==> src/stl_pkg.sv <==
// package of instruction codes, field positions and widths for the skip and timer-load block
package stl_pkg;
	localparam int STL_IW       = 10;          // instruction word width
	localparam int STL_NW       = 4;           // data nibble width
	localparam int STL_PW       = 8;           // port D width
	localparam int STL_TW       = 8;           // timer 1 width
	localparam logic [9:0] STL_OP_CARRY  = 10'h02F; // skip_if_carry_zero
	localparam logic [9:0] STL_OP_PORT   = 10'h02B; // skip_if_port_bit_zero
	localparam logic [9:0] STL_OP_TLOAD  = 10'h230; // load_timer_one_from_acc_aux
	localparam logic [9:0] STL_OP_MBIT   = 10'h020; // skip_if_mem_bit_zero base, bits 1:0 hold j
	localparam logic [9:0] STL_MBIT_MASK = 10'h3FC; // opcode bits compared for the memory-bit skip
	localparam int STL_J_LSB    = 0;           // bit select field position
	localparam int STL_Y_MSB    = 2;           // top register Y bit used to pick the port pin, bits 2:0
	localparam logic [7:0] STL_TIMER_RST = 8'h00;   // timer and reload reset value
	typedef enum logic [1:0] {
		STL_EXEC   = 2'b00,
		STL_PORT2  = 2'b01,
		STL_SKIP   = 2'b11
	} stl_state_t;
endpackage

==> src/stl_decode.sv <==
// opcode decoder: classifies one instruction word
`timescale 1ns/1ns
module stl_decode
	import stl_pkg::*;
(
	input  wire logic [stl_pkg::STL_IW-1:0] instr_in,
	output logic                            is_mbit_out,
	output logic                            is_carry_out,
	output logic                            is_port_out,
	output logic                            is_tload_out,
	output logic [1:0]                      bit_sel_out
);
	// pattern compare on the fetched word
	assign is_mbit_out  = (instr_in & STL_MBIT_MASK) == STL_OP_MBIT;
	assign is_carry_out = instr_in == STL_OP_CARRY;
	assign is_port_out  = instr_in == STL_OP_PORT;
	assign is_tload_out = instr_in == STL_OP_TLOAD;
	assign bit_sel_out  = instr_in[STL_J_LSB+1:STL_J_LSB];
endmodule

==> src/stl_core.sv <==
// execution of the bit skips and the timer 1 load
`timescale 1ns/1ns
module stl_core
	import stl_pkg::*;
#(
	parameter int PORT_W = 8
)
(
	input  wire logic                        ref_clk_in,
	input  wire logic                        rst_n_in,
	input  wire logic                        instr_valid_in,
	input  wire logic [stl_pkg::STL_IW-1:0]  instr_in,
	input  wire logic [stl_pkg::STL_NW-1:0]  mem_nibble_in,
	input  wire logic                        carry_flag_in,
	input  wire logic [PORT_W-1:0]           port_d_in,
	input  wire logic [stl_pkg::STL_NW-1:0]  reg_y_in,
	input  wire logic [stl_pkg::STL_NW-1:0]  acc_in,
	input  wire logic [stl_pkg::STL_NW-1:0]  aux_in,
	output logic                             skip_out,
	output logic                             busy_out,
	output logic                             carry_flag_out,
	output logic                             timer_load_out,
	output logic [stl_pkg::STL_TW-1:0]       timer_one_count_out,
	output logic [stl_pkg::STL_TW-1:0]       timer_one_reload_out
);
	import stl_pkg::*;

	stl_state_t            state_r, state_nxt;
	logic                  is_mbit, is_carry, is_port, is_tload;
	logic [1:0]            bit_sel;
	logic                  skip_r, busy_r, carry_r, tload_r;
	logic [STL_TW-1:0]     count_r, reload_r;

	stl_decode u_dec (
		.instr_in     (instr_in),
		.is_mbit_out  (is_mbit),
		.is_carry_out (is_carry),
		.is_port_out  (is_port),
		.is_tload_out (is_tload),
		.bit_sel_out  (bit_sel)
	);

	// qualification: words act in the execute state, and the port skip's second word acts in the port-wait state
	wire in_exec   = instr_valid_in && state_r == STL_EXEC;
	wire in_skip   = instr_valid_in && state_r == STL_SKIP;
	wire mbit_zero = ~mem_nibble_in[bit_sel];
	wire port_zero = ~port_d_in[reg_y_in[STL_Y_MSB:0]];
	wire do_mbit   = in_exec && is_mbit;
	wire do_carry  = in_exec && is_carry;
	wire do_port2  = instr_valid_in && state_r == STL_PORT2;       // second word
	wire do_tload  = in_exec && is_tload;
	wire skip_now  = (do_mbit && mbit_zero) || (do_carry && !carry_flag_in)
		|| (do_port2 && port_zero);
	wire [STL_TW-1:0] load_val = {aux_in, acc_in};

	// sequencing: port skip spans two words, a skip swallows the next word
	always_comb begin
		state_nxt = state_r;
		unique case (state_r)
			STL_EXEC: begin
				if (in_exec && is_port) begin
					state_nxt = STL_PORT2;
				end else if (skip_now) begin
					state_nxt = STL_SKIP;
				end
			end
			STL_PORT2: begin
				if (do_port2) begin
					state_nxt = port_zero ? STL_SKIP : STL_EXEC;
				end
			end
			STL_SKIP: begin
				if (in_skip) begin
					state_nxt = STL_EXEC;
				end
			end
			default: state_nxt = STL_EXEC;
		endcase
	end

	// state and status flops
	always_ff @(posedge ref_clk_in or negedge rst_n_in) begin
		if (!rst_n_in) begin
			state_r <= STL_EXEC;
			skip_r  <= 1'b0;
			busy_r  <= 1'b0;
			carry_r <= 1'b0;
			tload_r <= 1'b0;
		end else begin
			state_r <= state_nxt;
			skip_r  <= state_nxt == STL_SKIP;
			busy_r  <= state_nxt == STL_PORT2;
			carry_r <= carry_flag_in;
			tload_r <= do_tload;
		end
	end

	// timer 1 count and reload, written together
	always_ff @(posedge ref_clk_in or negedge rst_n_in) begin
		if (!rst_n_in) begin
			count_r  <= STL_TIMER_RST;
			reload_r <= STL_TIMER_RST;
		end else if (do_tload) begin
			count_r  <= load_val;
			reload_r <= load_val;
		end
	end

	assign skip_out             = skip_r;
	assign busy_out             = busy_r;
	assign carry_flag_out       = carry_r;
	assign timer_load_out       = tload_r;
	assign timer_one_count_out  = count_r;
	assign timer_one_reload_out = reload_r;

	property p_mbit_skip;
		@(posedge ref_clk_in) disable iff (!rst_n_in) do_mbit && mbit_zero |=> skip_out;
	endproperty
	a_mbit_skip: assert property (p_mbit_skip) else $error("mem bit zero did not skip");

	property p_mbit_noskip;
		@(posedge ref_clk_in) disable iff (!rst_n_in) do_mbit && !mbit_zero |=> !skip_out;
	endproperty
	a_mbit_noskip: assert property (p_mbit_noskip) else $error("mem bit one skipped");

	property p_carry;
		@(posedge ref_clk_in) disable iff (!rst_n_in)
			do_carry |=> skip_out == !$past(carry_flag_in) && carry_flag_out == $past(carry_flag_in);
	endproperty
	a_carry: assert property (p_carry) else $error("carry skip wrong");

	property p_port_skip;
		@(posedge ref_clk_in) disable iff (!rst_n_in)
			in_exec && is_port |=> busy_out && !skip_out;
	endproperty
	a_port_skip: assert property (p_port_skip) else $error("port skip not two words");

	property p_port_noskip;
		@(posedge ref_clk_in) disable iff (!rst_n_in) do_port2 |=> skip_out == $past(port_zero);
	endproperty
	a_port_noskip: assert property (p_port_noskip) else $error("port skip decision wrong");

	property p_tload_hi;
		@(posedge ref_clk_in) disable iff (!rst_n_in)
			do_tload |=> timer_one_count_out[7:4] == $past(aux_in) && timer_one_reload_out[7:4] == $past(aux_in);
	endproperty
	a_tload_hi: assert property (p_tload_hi) else $error("timer upper nibble wrong");

	property p_tload_lo;
		@(posedge ref_clk_in) disable iff (!rst_n_in)
			do_tload |=> timer_one_count_out[3:0] == $past(acc_in) && timer_one_reload_out[3:0] == $past(acc_in);
	endproperty
	a_tload_lo: assert property (p_tload_lo) else $error("timer lower nibble wrong");

	property p_skip_nop;
		@(posedge ref_clk_in) disable iff (!rst_n_in)
			skip_out && instr_valid_in |=> $stable(timer_one_count_out) && !skip_out && !timer_load_out;
	endproperty
	a_skip_nop: assert property (p_skip_nop) else $error("skipped word had effect");

	// a pending skip waits for a real word, idle cycles must not use it up
	property p_skip_hold;
		@(posedge ref_clk_in) disable iff (!rst_n_in)
			skip_out && !instr_valid_in |=> skip_out;
	endproperty
	a_skip_hold: assert property (p_skip_hold) else $error("skip dropped without a word");

	// a swallowed port skip opcode must not open its second word
	property p_skip_no_busy;
		@(posedge ref_clk_in) disable iff (!rst_n_in)
			skip_out && instr_valid_in |=> !busy_out;
	endproperty
	a_skip_no_busy: assert property (p_skip_no_busy) else $error("skipped port word went busy");

	// the port skip keeps waiting for its second word across idle cycles
	property p_busy_hold;
		@(posedge ref_clk_in) disable iff (!rst_n_in)
			busy_out && !instr_valid_in |=> busy_out && !skip_out;
	endproperty
	a_busy_hold: assert property (p_busy_hold) else $error("port skip lost its second word");

	// the second word always closes the port skip
	property p_port_end;
		@(posedge ref_clk_in) disable iff (!rst_n_in)
			do_port2 |=> !busy_out;
	endproperty
	a_port_end: assert property (p_port_end) else $error("port skip longer than two words");

	// a port bit of one lets the next word run
	property p_port_one;
		@(posedge ref_clk_in) disable iff (!rst_n_in)
			do_port2 && !port_zero |=> !skip_out;
	endproperty
	a_port_one: assert property (p_port_one) else $error("port bit one skipped");

	// memory-bit skip is a single word
	property p_mbit_one_word;
		@(posedge ref_clk_in) disable iff (!rst_n_in)
			do_mbit |=> !busy_out;
	endproperty
	a_mbit_one_word: assert property (p_mbit_one_word) else $error("mem bit skip took two words");

	// carry skip is a single word
	property p_carry_one_word;
		@(posedge ref_clk_in) disable iff (!rst_n_in)
			do_carry |=> !busy_out;
	endproperty
	a_carry_one_word: assert property (p_carry_one_word) else $error("carry skip took two words");

	// the load pulse follows every executed timer load
	property p_tload_pulse;
		@(posedge ref_clk_in) disable iff (!rst_n_in)
			do_tload |=> timer_load_out;
	endproperty
	a_tload_pulse: assert property (p_tload_pulse) else $error("timer load pulse missing");

	// timer and reload only move on an executed load
	property p_timer_hold;
		@(posedge ref_clk_in) disable iff (!rst_n_in)
			!do_tload |=> $stable(timer_one_count_out) && $stable(timer_one_reload_out) && !timer_load_out;
	endproperty
	a_timer_hold: assert property (p_timer_hold) else $error("timer changed without a load");

	// waiting for a second word and skipping never overlap
	property p_skip_busy_excl;
		@(posedge ref_clk_in) disable iff (!rst_n_in)
			!(skip_out && busy_out);
	endproperty
	a_skip_busy_excl: assert property (p_skip_busy_excl) else $error("skip and busy together");
endmodule

==> config.mk <==
export PLATFORM = sky130hd
export DESIGN_NAME = stl_core
export DESIGN_NICKNAME = d
export VERILOG_FILES = /design/src/stl_pkg.sv /design/src/stl_decode.sv /design/src/stl_core.sv
export SDC_FILE = /design/constraint.sdc
export NUM_CORES = 1
export LEC_CHECK = 0
export BUFFER_PORTS_ARGS = -buffer_cell sky130_fd_sc_hd__clkbuf_2
export CAP_MARGIN = 20
export CORE_MARGIN = 10
export CORE_UTILIZATION = 38
export CTS_CLUSTER_DIAMETER = 100
export DETAILED_ROUTE_END_ITERATION = 8
export PLACE_DENSITY_LB_ADDON = 0.12
export REMOVE_ABC_BUFFERS = 1
export SLEW_MARGIN = 10
export SYNTH_ARGS = -nofsm -noshare
export SYNTH_HDL_FRONTEND = slang
export SYNTH_SLANG_ARGS = --single-unit
==> constraint.sdc <==
create_clock -name ref_clk_in -period 1.5 [get_ports ref_clk_in]
set_input_delay 0 -clock ref_clk_in [delete_from_list [all_inputs] [get_ports ref_clk_in]]
set_output_delay 0 -clock ref_clk_in [all_outputs]
set_load 0.01 [all_outputs]
==> Yosys cells after proc, flatten, opt, wreduce, memory -nomap -nowiden <==
Cells that the tools add are included.
{ "classes": {"n_reduce_logical": 14, "mux": 10, "magnitude_cmp": 2, "n_bitwise": 2, "n_eq_ne": 8} }
{ "op_table": {"columns": ["op", "n"], "rows": [
  ["$eq A10 B6 Y1 const B", 2],
  ["$eq A10 B10 Y1 const B", 1],
  ["$logic_and A1 B1 Y1", 10],
  ["$mux W2", 5],
  ["$eq A8 B4 Y1 const B", 1],
  ["$pmux W2 S3", 1],
  ["$eq A2 B1 Y1 const B", 2],
  ["$eq A2 B2 Y1 const B", 2],
  ["$lt A3 B4 Y1 const B", 1],
  ["$bmux W1 S3", 1],
  ["$lt A2 B3 Y1 const B", 1],
  ["$bmux W1 S2", 1],
  ["$logic_not A2 Y1", 1],
  ["$logic_or A1 B1 Y1", 2],
  ["$mux W1", 2],
  ["$not A1 Y1", 2],
  ["$logic_not A1 Y1", 1]
]} }
{ "totals": {"register_bits": 14, "word_cells": 42} }

==> Longest topological paths before layout <==
{ "depth": {"depth_word": 10, "mapped_depth": 5} }

==> Modules after synthesis <==
A second synthesis with hierarchy kept.
{ "hier_totals": {"cells_unflattened": 66, "area_unflattened_um2": 802.0} }
{ "by_module_without_submodules": {"columns": ["mod", "area_each_um2", "cells_each", "n_inst"], "rows": [
  ["stl_core", 696.9, 55, 1],
  ["stl_decode", 105.1, 11, 1]
]} }

==> Worst setup path before layout <==
OpenSTA, ideal clock, no wires.
{ "synth_path": {"path_kind": "input to register", "startpoint": "in reg_y_in[0] (netlist name)", "endpoint": "reg state_r[0]", "slack_ns": 0.132, "arrival_ns": 1.229, "path_buffers": 1, "cell_stages": 5, "setup_ns": 0.139, "t_required_ns": 1.361, "cell_sequence": "buf_6 mux2i_1 mux4_2 and3b_1 or4_1"} }
{ "synth_via": {"elab_chain_len": 8} }
{ "synth_rtl": {"columns": ["item", "line", "source"], "rows": [
  ["start, declared", "stl_core.sv:16", "input wire logic [stl_pkg::STL_NW-1:0] reg_y_in,"],
  ["$bmux W1 S3 *", "stl_core.sv:47", "wire port_zero = ~port_d_in[reg_y_in[STL_Y_MSB:0]];"],
  ["$mux W1 (not written as such) *", "stl_core.sv:47", null],
  ["$not A1 Y1", "stl_core.sv:47", null],
  ["$logic_and A1 B1 Y1", "stl_core.sv:53", "|| (do_port2 && port_zero);"],
  ["$logic_or A1 B1 Y1", "stl_core.sv:53", null],
  ["$mux W2", "stl_core.sv:63", "end else if (skip_now) begin"],
  ["$mux W2", "stl_core.sv:61", "if (in_exec && is_port) begin"],
  ["$pmux W2 S3 *", "stl_core.sv:59", "unique case (state_r)"],
  ["net state_nxt[0]", "stl_core.sv:28", "stl_state_t state_r, state_nxt;"],
  ["end signal, assigned", "stl_core.sv:90", "state_r <= state_nxt;"],
  ["end, declared", "stl_core.sv:28", null]
]} }
Mark *: on every way through the listed nets, which the timed path passes. The rest lies on a longest branch. The select of a mux whose other input is x is not followed.
A chain may end at the register's enable or synchronous reset.

==> Worst setup path after layout <==
{ "layout_path": {"startpoint": "reg state_r[1]", "endpoint": "reg state_r[0]"} }
{ "layout_via": {"elab_chain_len": 9} }
{ "layout_rtl": {"columns": ["item", "line", "source"], "rows": [
  ["$logic_not A2 Y1", "stl_core.sv:44, stl_core.sv:59", null],
  ["$logic_and A1 B1 Y1", "stl_core.sv:44", "wire in_exec = instr_valid_in && state_r == STL_EXEC;"],
  ["$logic_and A1 B1 Y1 (on tied branches)", "stl_core.sv:48, stl_core.sv:49", null],
  ["$logic_and A1 B1 Y1", "stl_core.sv:52", "wire skip_now = (do_mbit && mbit_zero) || (do_carry && !carry_flag_in)"],
  ["$logic_or A1 B1 Y1", "stl_core.sv:52", null],
  ["$logic_or A1 B1 Y1", "stl_core.sv:53", null],
  ["$mux W2", "stl_core.sv:63", null],
  ["$mux W2", "stl_core.sv:61", null],
  ["$pmux W2 S3 *", "stl_core.sv:59", null],
  ["net state_nxt[0]", "stl_core.sv:28", null]
]} }
Mark *: on every way through the listed nets, which the timed path passes. The rest lies on a longest branch.

==> results.cfg <==
[run_status]
status = finished, final reports clean

[detailed_routing]
routedWlPerCell_microns = 13.4
drcViolationCount = 0
wl_microns = 1970
drt_iter0_markers = 21
first_pass_iters = 2
vias = 682
vias_per_cell = 4.64
ant_nets = 0

[clock_network]
root_buffer = clkbuf_4
cts_max_path_buffers = 2
htreeDepth = 1
numCtsBuffers = 3
worst_skew_pair.late_latency_ns = 0.26
cts.clk_slew.worst_paths_ns = 0.07
clock_sinks = 14
cts_tree = built

[floorplanning]
die_x_microns = 64.3
core_sq_um = 1800
dieArea_sq_um = 4130
rows = 15
die_y_microns = 64.3
ios = 58
initial_core_util_pct = 41.4

[critical_path]
worst_setup_path_start_kind = register
required_ns = 1.63
crit_buf_inv = 0
worstSetupPathType = register to register
crit_chain = nor2_1 -> nand4_1 -> nor4_1 -> or4_1
cpMaxStageDelayCell = or4_1
end_kind = register
startpoint = state_r[1]$_DFF_PN0_
critPathMaxFanout = 5
slowest_delay_ns = 0.51
rr_startpoint = state_r[1]$_DFF_PN0_
cp.arrival_ns = 1.49
path_delay_family = simple AND/OR/NAND/NOR gates

[logic_synthesis]
synth_seq_cells = 14
synth_edf_count = 0
synth_cell_type_count = 26
ys_dominant_reg_cell = dfrtp_1
netlist_area_sq_um = 746
synth-async-reset-ratio_pct = 100
synth_warnings = 0
syn_area_per_cell_sq_um = 12.2
ys_seq_area_share_pct = 47.0
syn_inst = 61

[timing]
setup_viol = 0
period_needed_ns = 1.36
worst_slew_pin_slew_ns = 0.325
fin_crit_sh_pct = 90.6
rsz0062_at_grt = no
final-hold-violation-count = 0
slew_violations = 0
clock_skew_ns = 0.00152
slew_headroom_pct = 78.2
fmax_mhz = 736

[global_route]
grt_pass1_vias = 791
grt_max_degree = 15
grt_first_pass_wirelength_microns = 3370
antenna_found_initial = 0
grt_usage_pct = 9.85
grt_overflow = 0

[power]
ir_worst_vdd_uv = 320
power-per-cell-area_nw_per_um2 = 674
total_power_mw = 0.758
leakagePower_nw = 0.639

[layout]
syn2layout_area_growth_pct = 50.8
final_cell_count_no_fill = 147
finalNetCount = 162
drive_gt1_share_pct = 59.8
fin_area_sq_um = 1120
diodes = 0
final_util_pct = 62.4

[flow_run]
cap_violations = 0

[placed_design]
place_hpwl_microns = 1660
placed_cells = 134
globalplace.congestion = 0.734
port_buffers = 56
post_dp_cell_area_sq_um = 993

[worst_hold_path]
min_from = instr_valid_in
min_path_type = primary input to register
==> registers in the layout (all words and copies together), names as in the netlist <==
signal                flops
timer_one_reload_out      8
carry_flag_out            1
busy_out                  1
state_r                   2
timer_load_out            1
skip_out                  1
==> metal layers <==
layer	wire length [microns]	part of all wire [%]	vias to the layer above	GRT usage [%]
met1	816	41	290	10.4
li1	-	-	343	-
met2	796	40	47	14.8
met4	21	1.1	0	4.81
met5	0	0	-	0
met3	338	17	2	6.62
==> final timing paths <==
path / slack [ns] / end / depth (start not counted)
min in group asynchronous: 0.17 / timer_one_reload_out[1]$_DFFE_PN0P_ / 2
max in group asynchronous: 1.10 / state_r[0]$_DFF_PN0_ / 2
hold / removal: 0.09 / state_r[1]$_DFF_PN0_ / 2
setup / recovery: 0.14 / state_r[0]$_DFF_PN0_ / 4
setup reg to reg: 0.14 / state_r[0]$_DFF_PN0_ / 4
hold reg to reg: 0.53 / timer_one_reload_out[0]$_DFFE_PN0P_ / 1
==> what timing repair did <==
| item | CTS | global route |
|---|---|---|
| setup buffers | 0 | 0 |
| resized for setup | 0 | 1 |
| endpoints found under the setup margin | 0 | 3 |
| hold buffers | 10 | 0 |
| hold endpoints to repair | 23 | 0 |
==> area by class of cell <==
type,count,area (sq um)
clock buffers,3,22.5
inverters,1,3.75
multi-input cells,37,329
repair buffers,67,388
flip-flops and latches,14,350
fillers,149,677
well taps,25,31.3
==> synthesized netlist by cell type, types with 2 or more instances <==
| cell | instances | area [sq um] |
|---|---|---|
| dfrtp_1 | 14 | 350 |
| buf_4 | 8 | 60.1 |
| mux2_2 | 8 | 90.1 |
| mux2i_1 | 5 | 50.1 |
| nor2_1 | 3 | 11.3 |
| nand3_1 | 2 | 10.0 |
| nor2b_1 | 2 | 12.5 |
==> placed cells by master (no fill, tap or decap), types with 2 or more instances in the layout <==
cell type / instances
nor2_1: 3
dfrtp_1: 14
mux2i_1: 5
clkbuf_2: 56
clkbuf_4: 3
nand3_1: 2
dlygate4sd3_1: 10
nor2b_1: 2
mux2_2: 8
==> kinds of logic (layout without fill, tap and decap cells) <==
logic type | count (synthesis) | after routing | synth area share [%]
flops | 14 | 14 | 47.0
compound gates | 4 | 4 | 4.87
mux | 14 | 14 | 21.8
simple gates | 19 | 19 | 16.3
buf+inv | 10 | 71 | 10.1
==> worst reg2reg max path, cell delays in order, from the launching register on <==
cell	delay, ns
dfrtp_1	0.42
nor2_1	0.11
nand4_1	0.12
nor4_1	0.07
or4_1	0.51
==> report_power, final <==
part           switching (mW)  internal (mW)
Clock                  0.0943         0.0925
Sequential             0.0142          0.395
Combinational          0.0671         0.0946
Total                   0.176          0.582
==> metrics by stage <==
stage	setup TNS [ns]	hold slack, ns	setup slack [ns]
2_1_floorplan	0	-0.296	0.214
3_3_place_gp	-0.0991	-0.0833	-0.0130
3_5_place_dp	-0.217	-0.0853	-0.0306
4_1_cts	0	0.0669	0.0833
5_1_grt	0	0.0987	0.0230
6_report	0	0.0908	0.140
Power figures use the tool's default switching activity.
